===== src/design/iord_regs.vh =====
/*
  Constants of the I/O register space decoder: operation codes, address
  windows, register offsets (I/O numbering), bit masks and reset value.
  Assumes inclusion by iord_io_space.v only; definitions only.
*/
`ifndef IORD_REGS_VH
`define IORD_REGS_VH

// Operation codes on req_op
`define IORD_OP_IN 3'h0
`define IORD_OP_OUT 3'h1
`define IORD_OP_BIT_SET 3'h2
`define IORD_OP_BIT_CLEAR 3'h3
`define IORD_OP_SKIP_SET 3'h4
`define IORD_OP_SKIP_CLEAR 3'h5
`define IORD_OP_DS_READ 3'h6
`define IORD_OP_DS_WRITE 3'h7

// Address windows
`define IORD_SHORT_LAST 8'h3F
`define IORD_BIT_LAST 8'h1F
`define IORD_DS_OFFSET 8'h20
`define IORD_DS_IO_LAST 8'h5F
`define IORD_EXT_FIRST 8'h60
`define IORD_EXT_LAST 8'hFF

// Register offsets, I/O numbering
`define IORD_PORT_A_INPUT 6'h00
`define IORD_PORT_A_DIRECTION 6'h01
`define IORD_PORT_A_OUTPUT 6'h02
`define IORD_PORT_B_INPUT 6'h03
`define IORD_PORT_B_DIRECTION 6'h04
`define IORD_PORT_B_OUTPUT 6'h05
`define IORD_PORT_C_INPUT 6'h06
`define IORD_PORT_C_DIRECTION 6'h07
`define IORD_PORT_C_OUTPUT 6'h08
`define IORD_PORT_D_INPUT 6'h09
`define IORD_PORT_D_DIRECTION 6'h0A
`define IORD_PORT_D_OUTPUT 6'h0B
`define IORD_TIMER0_INT_FLAGS 6'h15
`define IORD_TIMER1_INT_FLAGS 6'h16
`define IORD_TIMER2_INT_FLAGS 6'h17
`define IORD_PIN_CHANGE_FLAGS 6'h1B
`define IORD_EXTERNAL_INT_FLAGS 6'h1C
`define IORD_EXTERNAL_INT_MASK 6'h1D
`define IORD_GENERAL_SCRATCH_0 6'h1E
`define IORD_EEPROM_CONTROL 6'h1F
`define IORD_EEPROM_DATA 6'h20
`define IORD_EEPROM_ADDR_LOW 6'h21
`define IORD_EEPROM_ADDR_HIGH 6'h22
`define IORD_TIMER_PRESCALER_CONTROL 6'h23
`define IORD_TIMER0_CONTROL_A 6'h24
`define IORD_TIMER0_CONTROL_B 6'h25
`define IORD_TIMER0_COUNT 6'h26
`define IORD_TIMER0_COMPARE_A 6'h27
`define IORD_TIMER0_COMPARE_B 6'h28
`define IORD_GENERAL_SCRATCH_1 6'h2A
`define IORD_GENERAL_SCRATCH_2 6'h2B
`define IORD_SERIAL_PERIPH_CONTROL 6'h2C
`define IORD_SERIAL_PERIPH_STATUS 6'h2D
`define IORD_SERIAL_PERIPH_DATA 6'h2E

// Implemented bits
`define IORD_MASK_FULL 8'hFF
`define IORD_MASK_NONE 8'h00
`define IORD_MASK_TIMER0_FLAGS 8'h07
`define IORD_MASK_TIMER1_FLAGS 8'h27
`define IORD_MASK_TIMER2_FLAGS 8'h07
`define IORD_MASK_PIN_CHANGE 8'h0F
`define IORD_MASK_EXT_FLAGS 8'h07
`define IORD_MASK_EXT_MASK 8'h07
`define IORD_MASK_EEPROM_CONTROL 8'h3F
`define IORD_MASK_EEPROM_ADDR_HIGH 8'h0F
`define IORD_MASK_PRESCALER 8'h83
`define IORD_MASK_TIMER0_CTRL_A 8'hF3
`define IORD_MASK_TIMER0_CTRL_B 8'h0F
`define IORD_MASK_SERIAL_STATUS_RW 8'h01
`define IORD_MASK_SERIAL_STATUS_RO 8'hC0
`define IORD_SERIAL_STATUS_RO_POS 6
`define IORD_RESET_VALUE 8'h00

`endif


===== src/design/iord_io_space.v =====
/*
  I/O register space decoder: short I/O forms, single-bit set/clear/test,
  data-space load/store with the +0x20 shift, extended region, W1C flags.
  Reserved I/O addresses read zero and drop writes, yet still pulse wr_pulse.
  Output ports are copies of flip-flops; the request decode is combinational.
  Assumes the core issues at most one request per clock, synchronous to clk;
  peripherals see writes through the registered write notification port.
*/
// Functional notes
// - Short I/O read/write reach only addresses 0x00 to 0x3F.
// - Data-space load/store sees I/O register N at address N plus 0x20.
// - Extended region 0x60 to 0xFF is reached by load/store only.
// - Single-bit set and clear work on addresses 0x00 to 0x1F only.
// - Skip-if-bit-set/clear tests read one bit within 0x00 to 0x1F.
// - Writing one clears a status flag; writing zero leaves it.
// - Bit set/clear writes back the whole register, clearing set flags except the target bit of a bit clear.
`include "iord_regs.vh"

module iord_io_space (
  input wire clk,
  input wire reset,
  input wire req_valid,
  input wire [2:0] req_op,
  input wire [7:0] req_addr,
  input wire [2:0] req_bit,
  input wire [7:0] req_wdata,
  input wire [7:0] port_a_pins,
  input wire [7:0] port_b_pins,
  input wire [7:0] port_c_pins,
  input wire [7:0] port_d_pins,
  input wire [7:0] timer0_flag_set,
  input wire [7:0] timer1_flag_set,
  input wire [7:0] timer2_flag_set,
  input wire [7:0] pin_change_flag_set,
  input wire [7:0] external_flag_set,
  input wire [1:0] serial_status_in,
  output wire ans_valid,
  output wire [7:0] ans_rdata,
  output wire ans_skip,
  output wire req_refused,
  output wire wr_pulse,
  output wire [5:0] wr_index,
  output wire [7:0] wr_data,
  output wire [7:0] port_a_direction,
  output wire [7:0] port_a_output,
  output wire [7:0] port_b_direction,
  output wire [7:0] port_b_output,
  output wire [7:0] port_c_direction,
  output wire [7:0] port_c_output,
  output wire [7:0] port_d_direction,
  output wire [7:0] port_d_output
);

  // Bits that software may write and read back as stored
  function [7:0] rw_mask;
    input [5:0] a;
    begin
      case (a)
        `IORD_PORT_A_DIRECTION, `IORD_PORT_A_OUTPUT,
        `IORD_PORT_B_DIRECTION, `IORD_PORT_B_OUTPUT,
        `IORD_PORT_C_DIRECTION, `IORD_PORT_C_OUTPUT,
        `IORD_PORT_D_DIRECTION, `IORD_PORT_D_OUTPUT,
        `IORD_GENERAL_SCRATCH_0, `IORD_EEPROM_DATA,
        `IORD_EEPROM_ADDR_LOW, `IORD_TIMER0_COUNT,
        `IORD_TIMER0_COMPARE_A, `IORD_TIMER0_COMPARE_B,
        `IORD_GENERAL_SCRATCH_1, `IORD_GENERAL_SCRATCH_2,
        `IORD_SERIAL_PERIPH_CONTROL, `IORD_SERIAL_PERIPH_DATA:
          rw_mask = `IORD_MASK_FULL;
        `IORD_EXTERNAL_INT_MASK:
          rw_mask = `IORD_MASK_EXT_MASK;
        `IORD_EEPROM_CONTROL:
          rw_mask = `IORD_MASK_EEPROM_CONTROL;
        `IORD_EEPROM_ADDR_HIGH:
          rw_mask = `IORD_MASK_EEPROM_ADDR_HIGH;
        `IORD_TIMER_PRESCALER_CONTROL:
          rw_mask = `IORD_MASK_PRESCALER;
        `IORD_TIMER0_CONTROL_A:
          rw_mask = `IORD_MASK_TIMER0_CTRL_A;
        `IORD_TIMER0_CONTROL_B:
          rw_mask = `IORD_MASK_TIMER0_CTRL_B;
        `IORD_SERIAL_PERIPH_STATUS:
          rw_mask = `IORD_MASK_SERIAL_STATUS_RW;
        default:
          rw_mask = `IORD_MASK_NONE;
      endcase
    end
  endfunction

  // Flag bits that hardware sets and a written one clears
  function [7:0] w1c_mask;
    input [5:0] a;
    begin
      case (a)
        `IORD_TIMER0_INT_FLAGS: w1c_mask = `IORD_MASK_TIMER0_FLAGS;
        `IORD_TIMER1_INT_FLAGS: w1c_mask = `IORD_MASK_TIMER1_FLAGS;
        `IORD_TIMER2_INT_FLAGS: w1c_mask = `IORD_MASK_TIMER2_FLAGS;
        `IORD_PIN_CHANGE_FLAGS: w1c_mask = `IORD_MASK_PIN_CHANGE;
        `IORD_EXTERNAL_INT_FLAGS: w1c_mask = `IORD_MASK_EXT_FLAGS;
        default: w1c_mask = `IORD_MASK_NONE;
      endcase
    end
  endfunction

  // Next byte of one register: stored bits take the write, written ones
  // clear flags, and a hardware set in the same cycle beats that clear
  function [7:0] merge_byte;
    input [7:0] old_value;
    input [7:0] new_value;
    input write_en;
    input [7:0] keep_mask;
    input [7:0] flag_mask;
    input [7:0] set_value;
    reg [7:0] merged;
    begin
      merged = old_value;
      if (write_en)
      begin
        merged = (old_value & ~keep_mask) | (new_value & keep_mask);
        merged = merged & ~(new_value & flag_mask);
      end
      merge_byte = merged | (set_value & flag_mask);
    end
  endfunction

  // An I/O register sits at its I/O address plus 0x20 in data space
  function [5:0] ds_to_io;
    input [7:0] ds_addr;
    reg [7:0] shifted;
    begin
      shifted = ds_addr - `IORD_DS_OFFSET;
      ds_to_io = shifted[5:0];
    end
  endfunction

  // Only the implemented addresses hold flip-flops that matter; the rest
  // are masked to zero and trimmed by synthesis.
  reg [7:0] mem_reg [0:63];
  reg [7:0] mem_next [0:63];

  reg is_short;
  reg is_bit_rmw;
  reg is_test;
  reg is_write;
  reg is_read;
  reg legal;
  reg io_hit;
  reg [5:0] idx;
  reg [7:0] rd_value;
  reg [7:0] wr_value;
  reg [7:0] bit_sel;
  reg [7:0] set_vec;
  reg do_write;
  integer i;
  integer j;

  // Registered answer state behind the output ports
  reg answer_hit;
  reg test_hit;
  reg ans_valid_reg;
  reg ans_valid_next;
  reg [7:0] ans_rdata_reg;
  reg [7:0] ans_rdata_next;
  reg ans_skip_reg;
  reg ans_skip_next;
  reg req_refused_reg;
  reg req_refused_next;
  reg wr_pulse_reg;
  reg wr_pulse_next;
  reg [5:0] wr_index_reg;
  reg [5:0] wr_index_next;
  reg [7:0] wr_data_reg;
  reg [7:0] wr_data_next;

  // Request decode
  always @*
  begin
    is_short = (req_op != `IORD_OP_DS_READ) && (req_op != `IORD_OP_DS_WRITE);
    is_bit_rmw = (req_op == `IORD_OP_BIT_SET) || (req_op == `IORD_OP_BIT_CLEAR);
    is_test = (req_op == `IORD_OP_SKIP_SET) || (req_op == `IORD_OP_SKIP_CLEAR);
    is_write = (req_op == `IORD_OP_OUT) || (req_op == `IORD_OP_DS_WRITE) || is_bit_rmw;
    is_read = (req_op == `IORD_OP_IN) || (req_op == `IORD_OP_DS_READ);
    idx = req_addr[5:0];
    io_hit = 1'b0;
    legal = 1'b0;
    if (is_bit_rmw || is_test)
    begin
      legal = (req_addr <= `IORD_BIT_LAST);
      io_hit = legal;
    end
    else if (is_short)
    begin
      legal = (req_addr <= `IORD_SHORT_LAST);
      io_hit = legal;
    end
    else if (req_addr >= `IORD_EXT_FIRST)
    begin
      // Extended region: no register of this block lives there
      legal = 1'b1;
      io_hit = 1'b0;
    end
    else if (req_addr >= `IORD_DS_OFFSET)
    begin
      legal = 1'b1;
      io_hit = 1'b1;
      idx = ds_to_io(req_addr);
    end
    else
    begin
      // Below 0x20 the data space is the core's register file
      legal = 1'b0;
      io_hit = 1'b0;
    end
  end

  // Read value of the addressed register; unimplemented bits read zero
  always @*
  begin
    rd_value = mem_reg[idx] & (rw_mask(idx) | w1c_mask(idx));
    case (idx)
      `IORD_PORT_A_INPUT: rd_value = port_a_pins;
      `IORD_PORT_B_INPUT: rd_value = port_b_pins;
      `IORD_PORT_C_INPUT: rd_value = port_c_pins;
      `IORD_PORT_D_INPUT: rd_value = port_d_pins;
      `IORD_SERIAL_PERIPH_STATUS:
        rd_value = rd_value |
          ({serial_status_in, 6'h00} & `IORD_MASK_SERIAL_STATUS_RO);
      default: rd_value = rd_value;
    endcase
    if (!io_hit)
      rd_value = 8'h00;
  end

  // Value written back; bit ops rewrite the whole byte as read
  always @*
  begin
    bit_sel = 8'h01 << req_bit;
    case (req_op)
      `IORD_OP_BIT_SET: wr_value = rd_value | bit_sel;
      `IORD_OP_BIT_CLEAR: wr_value = rd_value & ~bit_sel;
      default: wr_value = req_wdata;
    endcase
    do_write = req_valid && legal && io_hit && is_write;
  end

  // Register update: flag sets win over a clear in the same cycle
  always @*
  begin
    for (i = 0; i < 64; i = i + 1)
    begin
      case (i[5:0])
        `IORD_TIMER0_INT_FLAGS: set_vec = timer0_flag_set;
        `IORD_TIMER1_INT_FLAGS: set_vec = timer1_flag_set;
        `IORD_TIMER2_INT_FLAGS: set_vec = timer2_flag_set;
        `IORD_PIN_CHANGE_FLAGS: set_vec = pin_change_flag_set;
        `IORD_EXTERNAL_INT_FLAGS: set_vec = external_flag_set;
        default: set_vec = 8'h00;
      endcase
      mem_next[i] = merge_byte(mem_reg[i], wr_value, do_write && (idx == i[5:0]),
        rw_mask(i[5:0]), w1c_mask(i[5:0]), set_vec);
    end
  end

  always @(posedge clk)
  begin
    for (j = 0; j < 64; j = j + 1)
    begin
      if (reset)
        mem_reg[j] <= `IORD_RESET_VALUE;
      else
        mem_reg[j] <= mem_next[j];
    end
  end

  // Answer values; read data and write notes hold until replaced
  always @*
  begin
    answer_hit = req_valid && legal && (is_read || is_test);
    test_hit = req_valid && legal && is_test;
    ans_valid_next = answer_hit;
    req_refused_next = req_valid && !legal;
    ans_rdata_next = ans_rdata_reg;
    if (answer_hit)
      ans_rdata_next = rd_value;
    ans_skip_next = 1'b0;
    if (test_hit && (req_op == `IORD_OP_SKIP_SET))
      ans_skip_next = rd_value[req_bit];
    else if (test_hit)
      ans_skip_next = !rd_value[req_bit];
    wr_pulse_next = do_write;
    wr_index_next = wr_index_reg;
    wr_data_next = wr_data_reg;
    if (do_write)
    begin
      wr_index_next = idx;
      wr_data_next = wr_value;
    end
  end

  // Answers stand in the cycle after the request edge
  always @(posedge clk)
  begin
    if (reset)
    begin
      ans_valid_reg <= 1'b0;
      ans_rdata_reg <= 8'h00;
      ans_skip_reg <= 1'b0;
      req_refused_reg <= 1'b0;
      wr_pulse_reg <= 1'b0;
      wr_index_reg <= 6'h00;
      wr_data_reg <= 8'h00;
    end
    else
    begin
      ans_valid_reg <= ans_valid_next;
      ans_rdata_reg <= ans_rdata_next;
      ans_skip_reg <= ans_skip_next;
      req_refused_reg <= req_refused_next;
      wr_pulse_reg <= wr_pulse_next;
      wr_index_reg <= wr_index_next;
      wr_data_reg <= wr_data_next;
    end
  end

  // Outputs are plain copies of flip-flops, so no decode glitch reaches a port
  assign ans_valid = ans_valid_reg;
  assign ans_rdata = ans_rdata_reg;
  assign ans_skip = ans_skip_reg;
  assign req_refused = req_refused_reg;
  assign wr_pulse = wr_pulse_reg;
  assign wr_index = wr_index_reg;
  assign wr_data = wr_data_reg;

  assign port_a_direction = mem_reg[`IORD_PORT_A_DIRECTION];
  assign port_a_output = mem_reg[`IORD_PORT_A_OUTPUT];
  assign port_b_direction = mem_reg[`IORD_PORT_B_DIRECTION];
  assign port_b_output = mem_reg[`IORD_PORT_B_OUTPUT];
  assign port_c_direction = mem_reg[`IORD_PORT_C_DIRECTION];
  assign port_c_output = mem_reg[`IORD_PORT_C_OUTPUT];
  assign port_d_direction = mem_reg[`IORD_PORT_D_DIRECTION];
  assign port_d_output = mem_reg[`IORD_PORT_D_OUTPUT];

endmodule


===== config.mk =====
export PLATFORM = sky130hd
export DESIGN_NAME = iord_io_space
export DESIGN_NICKNAME = d
export VERILOG_FILES = /design/src/design/iord_io_space.v
export VERILOG_INCLUDE_DIRS = /design/src /design/src/design
export SDC_FILE = /design/constraint.sdc
export NUM_CORES = 1
export LEC_CHECK = 0
export ABC_AREA = 0
export BUFFER_PORTS_ARGS = -buffer_cell sky130_fd_sc_hd__buf_2
export CAP_MARGIN = 20
export CELL_PAD_IN_SITES_DETAIL_PLACEMENT = 1
export CELL_PAD_IN_SITES_GLOBAL_PLACEMENT = 2
export CORE_MARGIN = 2
export CORE_UTILIZATION = 30
export DETAILED_ROUTE_END_ITERATION = 8
export GPL_TIMING_DRIVEN = 0
export PLACE_DENSITY_LB_ADDON = 0.12
export SYNTH_ARGS = -nofsm -noshare
export SYNTH_HDL_FRONTEND = slang
export SYNTH_SLANG_ARGS = --single-unit

===== constraint.sdc =====
create_clock -name clk -period 3.75 [get_ports clk]
set_input_delay 0.375 -clock clk [delete_from_list [all_inputs] [get_ports clk]]
set_output_delay 0.375 -clock clk [all_outputs]
set_load 0.01 [all_outputs]

# Yosys cells after proc, flatten, opt, wreduce, memory -nomap -nowiden
# Memory sizes are Yosys's and may differ from the RTL's.
# Cells that the tools add are included.
# totals
ff_bits,26
ramBits,512
romBits,512
elab_cells,352
mem_count,2
# classes
add_sub_neg,1
magnitude_cmp,5
eq_ne,61
shifts,1
muxes,116
n_bitwise,90
reduce_logical,69
# memory_table
name,depth,word_bits,read_ports,rd_ports_with_merged_regs,write_ports,line_no,rtl
(no name shown),64,8,1,0,0,iord_io_space.v:58,case (a)
mem_reg,64,8,21,0,64,iord_io_space.v:137,reg [7:0] mem_reg [0:63];
# ops
operator,n
$mux 8,95
$eq 6x6->1 const B,14
$or 1x1->1,64
$and 8x8->8,7
$eq 6x5->1 const B,8
$pmux 8 s5,1
$logic_and 1x1->1,38
$reduce_and 2->1,19
$or 8x3->8,4
$eq 6x3->1 const B,4
$eq 6x4->1 const B,4
$mux 6,4
$or 8x4->8,3
$or 8x8->8,3
$ne 1x1->1 const B,18
$pmux 6 s3,1
$or 8x6->8,2
$pmux 8 s2,1
$mux 1,13
$eq 3x3->1 const B,4
$eq 6x2->1 const B,2
$ge 8x6->1 const B,1
$ge 8x7->1 const B,1
$le 8x5->1 const B,1
22 further kinds,31

# Longest topological paths before layout
# Gate-level depths: netlist (run 1).
# depth
word_depth,20
ltp_mapped,15

# Least setup slack after synthesis (run 1)
# No wires, ideal clock.
# synth_timing
kind,input port to flip-flop
from,in req_addr[0]
to,"mem mem_reg[33][0], data pin"
t_arrival_ps,3126
t_required_ps,3605
slack_ps,479
cell_stages,14
path_buffers,5
path_cell_list,buf_4 -> buf_6 -> clkinv_1 -> ha_1 -> clkbuf_1 -> or3_1 -> a31oi_1 -> o31ai_1 -> o41ai_2 -> o211a_1 -> a21oi_1 -> buf_2 -> buf_2 -> nor2_1
# synth_lines
element,line_no,rtl
"start, declared",iord_io_space.v:24,"input wire [7:0] req_addr,"
"end, declared",iord_io_space.v:137,

==> results.md, run 1 <==
- Area taken by flip-flops and latches: 5080 sq um
- CTS Hold Bufs: 0
- CTS max path bufs: 3
- Worst EP required: 4.16 ns
- Post-synth top flop: dfxtp_1
- Startpoint Class: input pin
- Status: complete, no violations
- Final Hold Fails: 0
- Worst-Skew Late Latency: 0.57 ns
- Area growth, synth to finish: 21.4%
- Slew headroom: 32.2%
- Peak VDD IR: 0.000348 V
- TritonCTS Buffers: 26
- Kind of end point of the critical path: register
- Static leakage: 5.03 nW
- Vias in the first global route: 10.2k
- CTS H-Tree Depth: 1
- Die ar.: 37400 sq um
- Seq cells post-synth: 214
- Drt first pass iters: 5
- Port bufs: 160
- # setup viols final: 0
- Worst-path clk slew: 0.06 ns
- Crit path max fanout: 11
- Hold Crit Class: input pin to register
- WL final: 51400 um
- DRC errors left: 0
- 1st-iter DRT viols: 817
- Post-route insts no fill: 1791
- Cells on worst reg2reg path: 10
- Most frequent cells in the layout: 232 x nor2_1, 195 x buf_2, 134 x dfxtp_1, 95 x a211oi_1, 80 x edfxtp_1
- Syn_area_per_cell: 9.56 sq um
- Max_cap viols: 0
- Via count: 10.0k
- Post-synthesis sequential area ratio: 47.2%
- Worst-margin pin slew: 1.02 ns
- Synthesis Warnings: 0
- Crit-path slowest cell: a32oi_1
- CTS tree: done
- Initial Util: 30.3%
- Root buffer cell: clkbuf_16
- Fillers: 4117
- Final TNS setup: 0 ns
- Total track usage: 26.9%
- Synth top area share: 24.9%
- Global route total overflow: 0
- Multi-input logic area: 5150 sq um
- Max Transition Viols Final: 0
- Post-route ant nets: 0
- Inserted Diodes: 0
- Final nets: 1423
- Cell taking the most area after synthesis: dfxtp_1
- Hold path depth: 3
- Largest register FFs: 188
- Worst clock skew: 0.0276 ns
- Crit-path cells: buf_2 > buf_4 > buf_6 > inv_4 > ha_2 > and3b_1 > a31oi_2 > o31ai_1 > a31oi_1 > a32oi_1 > mux2i_1 > a22oi_2 > buf_4 > buf_2 > a211oi_1
- Period utilisation layout: 98.2%
- Row count: 69
- Placed Area: 12100 sq um
- WL per Instance: 28.7 um
- Synth cell types: 81
- Power Density: 434 nW/um^2
- EDFF count, synth: 80
- Synth area leaders: dfxtp_1 25%, edfxtp_1 22%, nor2_1 8.1%, a211oi_1 6.6%, mux2i_1 4.4%
- Final Cell Area: 13100 sq um
- Final min period: 3.68 ns
- Routability cong.: 0.919
- Asr flop ratio synth: 0%
- Arrival @ worst endpoint: 4.10 ns
- Antenna violations before repair: 1
- Setup CP Type: input pin to register
- Hpwl dp: 38400 um
- First-pass GRT wire length: 73900 um
- Synth Cell Area: 10800 sq um
- Layout cell share with drive strength beyond 1: 23.6%
- Final core occ: 36.8%
- CTS Sinks: 214
- Largest net degree at the start of global routing: 15
- Cell count after synthesis: 1126
- Via density: 5.60
- Crit-path max cell delay: 0.54 ns
- Core area: 35500 sq um
- Most common cell after layout, fill and taps aside: nor2_1
- DIE WIDTH: 193 um
- IO Pins: 189
- Overall die height: 193 um
- Placed insts: 1747
- Syn Nets: 1234
- RSZ-0062 raised after global routing: no
- Overall power: 0.00567 W
- Fmax: 271 MHz
[path summary, 6_finish.rpt]
| path | startpoint | end | slack [ns] |
|---|---|---|---|
| max | req_addr[0] | mem_reg[37][3] | 0.07 |
| min | timer1_flag_set[1] | mem_reg[22][1] | 0.05 |
| max reg2reg | mem_reg[39][0] | mem_reg[40][0] | 0.40 |
| min reg2reg | ans_rdata[4] | ans_rdata[4] | 0.49 |
[cells by family (layout without fill, tap and decap cells)]
family,count (synthesis),count (layout),share of synthesized area [%]
AO/OA/AOI/OAI,326,326,22.5
XOR/XNOR,2,2,0.163
adder cells (fa/ha/maj),9,9,1.05
buffers and inverters,129,333,5.59
flip-flops,214,214,47.2
multiplexers,72,72,8.03
AND/OR/NAND/NOR,374,374,15.5
[through the flow]
stage	hold WS (ns)	worst slack, ns
3_3_place_gp	0.464	-1.53
3_5_place_dp	0.476	-1.48
5_1_grt	0.0404	0.00210
4_1_cts	0.0321	0.00268
2_1_floorplan	0.451	0.479
6_report	0.0458	0.0657
[critical path: cells and delay by family]
family	cells	cell delay, ns
mux	1	0.23
buf+inv	6	1.14
compound gates	6	1.60
fa+ha+maj	1	0.39
simple gates	1	0.33
[metal layers]
metal	track usage (%)	routed length, um	up-vias
li1	-	-	4545
met1	36.7	23100	5069
met2	44.1	24000	333
met3	3.70	2710	86
met4	8.34	1600	2
met5	0	15	-
[cells in the mapped netlist, types with 7 or more instances]
master / number
nor2_1: 232
dfxtp_1: 134
a211oi_1: 95
edfxtp_1: 80
clkbuf_1: 48
a21oi_1: 47
mux2i_1: 47
buf_2: 37
nand2_1: 36
nand3_1: 31
o21ai_0: 28
inv_1: 21
a22oi_1: 15
o21ai_1: 14
and3_1: 13
mux2_2: 11
a211oi_2: 10
a221oi_1: 10
a31oi_1: 10
a32oi_1: 10
nor3_1: 10
a21o_1: 9
ha_1: 9
a22o_1: 8
mux4_2: 8
nor2b_1: 8
and2_1: 7
o211ai_1: 7
o2bb2ai_1: 7
[final cells by class]
type	count	area share, %
tap	461	4.41
buffer	101	3.96
clock inverter	6	0.670
sequential	214	38.9
timing repair buffer	163	6.28
inverter	26	0.766
clock buffer	37	5.60
multi-input combinational	783	39.4
[report_power, final]
| part | switching [W] | total (W) | internal (W) |
|---|---|---|---|
| logic | 0.000488 | 0.000691 | 0.000203 |
| clock network | 0.00106 | 0.00248 | 0.00143 |
| registers | 0.0000277 | 0.00250 | 0.00247 |
| total | 0.00157 | 0.00567 | 0.00410 |
[repair_timing]
item                                    in CTS  in global routing
gates cloned                                 0                  0
buffers inserted                             2                  0
hold endpoints to repair                     0                  0
pin swaps                                    2                  0
endpoints found under the setup margin     221                115
gates resized for setup                     14                 18
(Power assumes the default switching activity.)
==> run 2: changes to the inputs <==
Settings changed: CORE_MARGIN 2 to 4.
Clock period 3.75 ns to 4.62 ns, I/O delays scaled along.
==> results.md, run 2 (synthesized netlist as in run 1, its figures left out) <==
- Largest net degree at the start of global routing: 15 (unchanged)
- DRC errors left: 0 (unchanged)
- Crit-path cells: buf_2 > buf_4 > buf_6 > clkinv_2 > ha_1 > clkbuf_1 > and2_1 > clkbuf_1 > a22oi_1 > o21ai_0 > o2bb2ai_1 > a21o_1 > a32oi_1 > buf_2 > buf_2 > nor2_1
- Slew headroom: 29.2% (-3.0 points)
- CTS tree: done
- Setup bufs post-CTS: 0 (-2)
- Final Hold Fails: 0 (unchanged)
- Via count: 10.2k (+1.2%)
- WL final: 52600 um (+2.3%)
- Final core occ: 36.5% (-0.31 points)
- Most frequent cells in the layout: 232 x nor2_1, 197 x buf_2, 134 x dfxtp_1, 95 x a211oi_1, 80 x edfxtp_1
- Max Transition Viols Final: 0 (unchanged)
- Worst-path clk slew: 0.06 ns (about the same)
- DIE WIDTH: 197 um (+2.1%)
- Global route total overflow: 0 (unchanged)
- Power Density: 353 nW/um^2 (-19%)
- Routability cong.: 0.922 (+0.30%)
- Most frequent cell on the critical path: buf_2
- Initial Util: 30.3% (unchanged)
- Placed insts: 1747 (unchanged)
- Arrival @ worst endpoint: 4.78 ns (+0.68 ns)
- WL per Instance: 29.3 um (+2.1%)
- Setup CP Type: input pin to register
- Worst EP required: 4.91 ns (+0.75 ns)
- Via density: 5.66 (+0.99%)
- Inserted Diodes: 0 (unchanged)
- Post-route ant nets: 0 (unchanged)
- Root buffer cell: clkbuf_16
- Antenna violations before repair: 0 (-1)
- TritonCTS Buffers: 26 (unchanged)
- Top delay family on crit path: buffers and inverters
- Crit-path max cell delay: 0.45 ns (-0.09 ns)
- Crit path max fanout: 11 (unchanged)
- Fillers: 4129 (+0.29%)
- Total track usage: 26.0% (-0.93 points)
- Hold path depth: 3 (unchanged)
- Status: complete, no violations
- Worst clock skew: 0.0204 ns (-0.00721 ns)
- Final TNS setup: 0 ns (unchanged)
- Worst-Skew Late Latency: 0.57 ns (about the same)
- Worst-margin pin slew: 1.05 ns (+0.0368 ns)
- Row count: 69 (unchanged)
- Fmax: 223 MHz
- Die ar.: 39000 sq um (+4.2%)
- Hpwl dp: 39000 um (+1.5%)
- Port bufs: 160 (unchanged)
- Max_cap viols: 0 (unchanged)
- Worst hold margin: 0.130 ns (+0.0845 ns)
- Crit-path slowest cell: a32oi_1
- Multi-input logic area: 5080 sq um (-1.3%)
- # setup viols final: 0 (unchanged)
- Vias in the first global route: 10.2k (+0.069%)
- Overall die height: 197 um (+2.1%)
- Layout cell share with drive strength beyond 1: 22.4% (-1.3 points)
- Final nets: 1422 (-0.070%)
- Largest register FFs: 188 (unchanged)
- Final Cell Area: 13000 sq um (-0.84%)
- Area taken by flip-flops and latches: 5080 sq um (unchanged)
- Placed Area: 12100 sq um (unchanged)
- R2R Setup Slk: 0.99 ns (+0.59 ns)
- Resized cells post-CTS: 2 (-12)
- Period utilisation layout: 97.3%
- RSZ-0062 raised after global routing: no
- Static leakage: 4.98 nW (-0.92%)
- CTS H-Tree Depth: 1 (unchanged)
- IO Pins: 189 (unchanged)
- CTS Hold Bufs: 0 (unchanged)
- Most common cell after layout, fill and taps aside: nor2_1
- Post-route insts no fill: 1794 (+0.17%)
- Worst reg2reg path endpoint: mem_reg[40][7]
- Final min period: 4.49 ns
- 1st-iter DRT viols: 731 (-11%)
- CTS max path bufs: 3 (unchanged)
- Peak VDD IR: 0.000272 V (-22%)
- Reg2reg start: mem_reg[40][7]
- Startpoint Class: input pin
- First-pass GRT wire length: 74100 um (+0.19%)
- Cells on worst reg2reg path: 9 (-1)
- Area growth, synth to finish: 20.4%
- Hold Crit Class: input pin to register
- Drt first pass iters: 5 (unchanged)
- Hold path start: timer1_flag_set[2]
- Hold worst-path end: mem_reg[22][2]
- Core area: 35500 sq um (unchanged)
- Kind of end point of the critical path: register
- WP buf/inv: 8 (+2)
- CTS Sinks: 214 (unchanged)
==> run 2: worst max-delay path by stage <==
stage | from | endpoint | slack (ns) | cells after the start
after floorplan | req_addr[0] | mem_reg[33][0] | 1.26 | 14
after global placement | req_addr[0] | mem_reg[43][5] | -0.77 | 15
after detailed placement | req_addr[0] | mem_reg[42][5] | -0.84 | 15
after CTS | req_addr[0] | mem_reg[42][1] | 0.26 | 16
after global routing | req_addr[0] | mem_reg[40][1] | 0.03 | 16
final | req_addr[0] | mem_reg[42][1] | 0.13 | 16
==> run 2: through the flow <==
step                      setup slack (ns)  power [W]
after floorplan                       1.26    0.00235
after global placement              -0.773    0.00261
after detailed placement            -0.842    0.00261
after CTS                            0.263    0.00459
after global routing                0.0341    0.00471
final                                0.127    0.00457
==> run 2: worst min-delay path, stage by stage <==
cell and delay (ns):
buf_2 0.09, inv_1 0.04, a21oi_1 0.05
==> run 2: metal layers <==
layer | global-route usage (%) | vias up | wire length [um]
met1 | 35.4 | 5116 | 23100
met3 | 4.47 | 92 | 3410
met2 | 42.3 | 397 | 24300
li1 | - | 4546 | -
met5 | 0 | - | 0
met4 | 7.94 | 0 | 1750
==> run 2: layout make-up <==
class	instances	area share [%]
Buffer	103	3.90
Clock buffer	37	5.65
Clock inverter	10	0.618
Inverter	26	0.763
Multi-Input combinational cell	783	39.2
Sequential cell	214	39.2
Tap cell	461	4.45
Timing Repair Buffer	160	6.18
==> run 2: where the power goes <==
| part | switching [W] | total, W | internal, W |
|---|---|---|---|
| Combinational | 0.000396 | 0.000554 | 0.000158 |
| Clock | 0.000885 | 0.00199 | 0.00111 |
| Sequential | 0.0000216 | 0.00203 | 0.00200 |
==> run 3: changes to the inputs <==
Settings changed: CORE_ASPECT_RATIO from default to 1.1.
==> results.md, run 3 (synthesized netlist as in run 1, its figures left out) <==
- WL final: 52200 um (-0.66%)
- IO Pins: 189 (unchanged)
- Worst-Skew Late Latency: 0.56 ns (about the same)
- Layout cell share with drive strength beyond 1: 22.7% (+0.33 points)
- Largest net degree at the start of global routing: 14 (-1)
- CTS H-Tree Depth: 1 (unchanged)
- Fmax: 222 MHz (about the same)
- Initial Util: 30.5% (+0.15 points)
- First-pass GRT wire length: 74500 um (+0.53%)
- Global route total overflow: 0 (unchanged)
- CTS tree: done
- Placed insts: 1768 (+1.2%)
- Most frequent cell on the critical path: clkbuf_1
- Max_cap viols: 0 (unchanged)
- Detail Route met3 WL: 3040 um (-11%)
- CTS Sinks: 214 (unchanged)
- Via count: 10.1k (-0.28%)
- Sw frac: 28.2% (-0.24 points)
- Status: complete, no violations
- Worst EP required: 4.90 ns (about the same)
- Final Hold Fails: 0 (unchanged)
- DRT met1 WL: 22400 um (-3.3%)
- Period utilisation layout: 97.3% (about the same)
- Total track usage: 26.1% (+0.12 points)
- Setup CP Type: input pin to register
- Clk network pwr share: 43.4% (-0.2 points)
- Area growth, synth to finish: 20.5% (about the same)
- Psw: 0.00129 W (-1.3%)
- Crit-path max cell delay: 0.68 ns (+0.23 ns)
- Max Transition Viols Final: 0 (unchanged)
- Crit-path cells: buf_2 > buf_6 > buf_8 > inv_2 > ha_1 > clkbuf_1 > or3_1 > a31oi_1 > o2111a_1 > a211oi_1 > o31a_1 > mux2i_1 > a22oi_1 > clkbuf_1 > nor2_1
- TritonCTS Buffers: 25 (-3.8%)
- CTS Hold Bufs: 0 (unchanged)
- Root buffer cell: clkbuf_16
- DIE WIDTH: 189 um (-4.5%)
- Top Layer Used: met4
- Peak VDD IR: 0.000249 V (-8.7%)
- Final core occ: 36.7% (+0.21 points)
- DRC errors left: 0 (unchanged)
- Largest register FFs: 188 (unchanged)
- Inserted Diodes: 0 (unchanged)
- Final min period: 4.50 ns (+0.00172 ns)
- Static leakage: 4.99 nW (about the same)
- Kind of end point of the critical path: register
- Hold Crit Class: input pin to register
- Post-route insts no fill: 1812 (+1.0%)
- Arrival @ worst endpoint: 4.78 ns (about the same)
- Logic gate share of total power: 12.1% (about the same)
- Overall die height: 207 um (+4.7%)
- Hpwl dp: 38900 um (-0.29%)
- Die ar.: 39000 sq um (about the same)
- WL per Instance: 28.8 um (-1.7%)
- Sequential power share: 44.5% (+0.2 points)
- Crit-path slowest cell: clkbuf_1
- RSZ-0062 raised after global routing: no
- Port bufs: 160 (unchanged)
- Worst-margin pin slew: 1.00 ns (-0.0508 ns)
- Worst-path clk slew: 0.06 ns (about the same)
- Routability cong.: 0.939 (+1.9%)
- Drt first pass iters: 5 (unchanged)
- Setup bufs post-CTS: 0 (unchanged)
- Antenna violations before repair: 0 (unchanged)
- Post-route ant nets: 0 (unchanged)
- Worst clock skew: 0.0134 ns (-0.00697 ns)
- # setup viols final: 0 (unchanged)
- Internal cell power: 0.00327 W (-0.12%)
- Most frequent cells in the layout: 232 x nor2_1, 198 x buf_2, 134 x dfxtp_1, 95 x a211oi_1, 80 x edfxtp_1
- Core area: 35300 sq um (-0.48%)
- CTS max path bufs: 3 (unchanged)
- Row count: 72 (+4.3%)
- Met2 WL post-DR: 24400 um (+0.61%)
- Final nets: 1422 (unchanged)
- Most common cell after layout, fill and taps aside: nor2_1
- Crit path max fanout: 10 (-1)
- Startpoint Class: input pin
- Slew headroom: 33.1% (+3.9 points)
- Vias in the first global route: 10.3k (+0.94%)
- Via density: 5.59 (-1.3%)
- Resized cells post-CTS: 2 (unchanged)
- Power Density: 351 nW/um^2 (-0.55%)
- 1st-iter DRT viols: 798 (+9.2%)
[run 3: through the flow]
stage	TNS (ns)	power [W]	setup slack (ns)	hold WS, ns	instance area (sq um)
after floorplan	0	0.00235	1.26	0.451	10800
after global placement	-78.35	0.00260	-0.715	0.463	12200
after detailed placement	-80.33	0.00261	-0.739	0.476	12200
after CTS	0	0.00459	0.238	0.109	13000
after global routing	0	0.00470	0.0110	0.140	13000
final	0	0.00455	0.125	0.137	13000
[run 3: area by class of cell]
class / count / area (sq um)
Fill cell: 4162 / 22300
Clock buffer: 30 / 674
Clock inverter: 14 / 120
Inverter: 26 / 98.8
Timing Repair Buffer: 161 / 806
Sequential cell: 214 / 5080
Tap cell: 481 / 602
Multi-Input combinational cell: 783 / 5080
Buffer: 103 / 505
[run 3: power by group through the flow]
stage / combinational (W) / clock, W / sequential (W)
after detailed placement: 0.000540 / 0 / 0.00207
final: 0.000551 / 0.00198 / 0.00203
after global placement: 0.000539 / 0 / 0.00206
after CTS: 0.000543 / 0.00202 / 0.00202
after global routing: 0.000578 / 0.00210 / 0.00203
after floorplan: 0.000290 / 0 / 0.00206
[run 3: per-layer routing]
metal | global-route usage [%] | vias up
met2 | 43.7 | 415
met1 | 34.1 | 5063
met3 | 3.48 | 107
met4 | 11.1 | 0
li1 | - | 4538
met5 | 0 | -
[run 3: worst max-delay path: cells and delay by family]
kind | cells | cell delay (ns)
multiplexers | 1 | 0.14
AO/OA/AOI/OAI | 5 | 1.67
buffers and inverters | 6 | 1.94
AND/OR/NAND/NOR | 2 | 0.37
adder cells (fa/ha/maj) | 1 | 0.19
[run 3: final timing paths]
| path | slack [ns] | depth (start not counted) | from | end |
|---|---|---|---|---|
| setup / recovery | 0.12 | 15 | req_addr[1] | mem_reg[32][7] |
| hold / removal | 0.14 | 3 | timer1_flag_set[0] | mem_reg[22][0] |
| hold reg to reg | 0.49 | 2 | ans_rdata[7] | ans_rdata[7] |
| setup reg to reg | 1.01 | 9 | mem_reg[40][7] | mem_reg[32][7] |
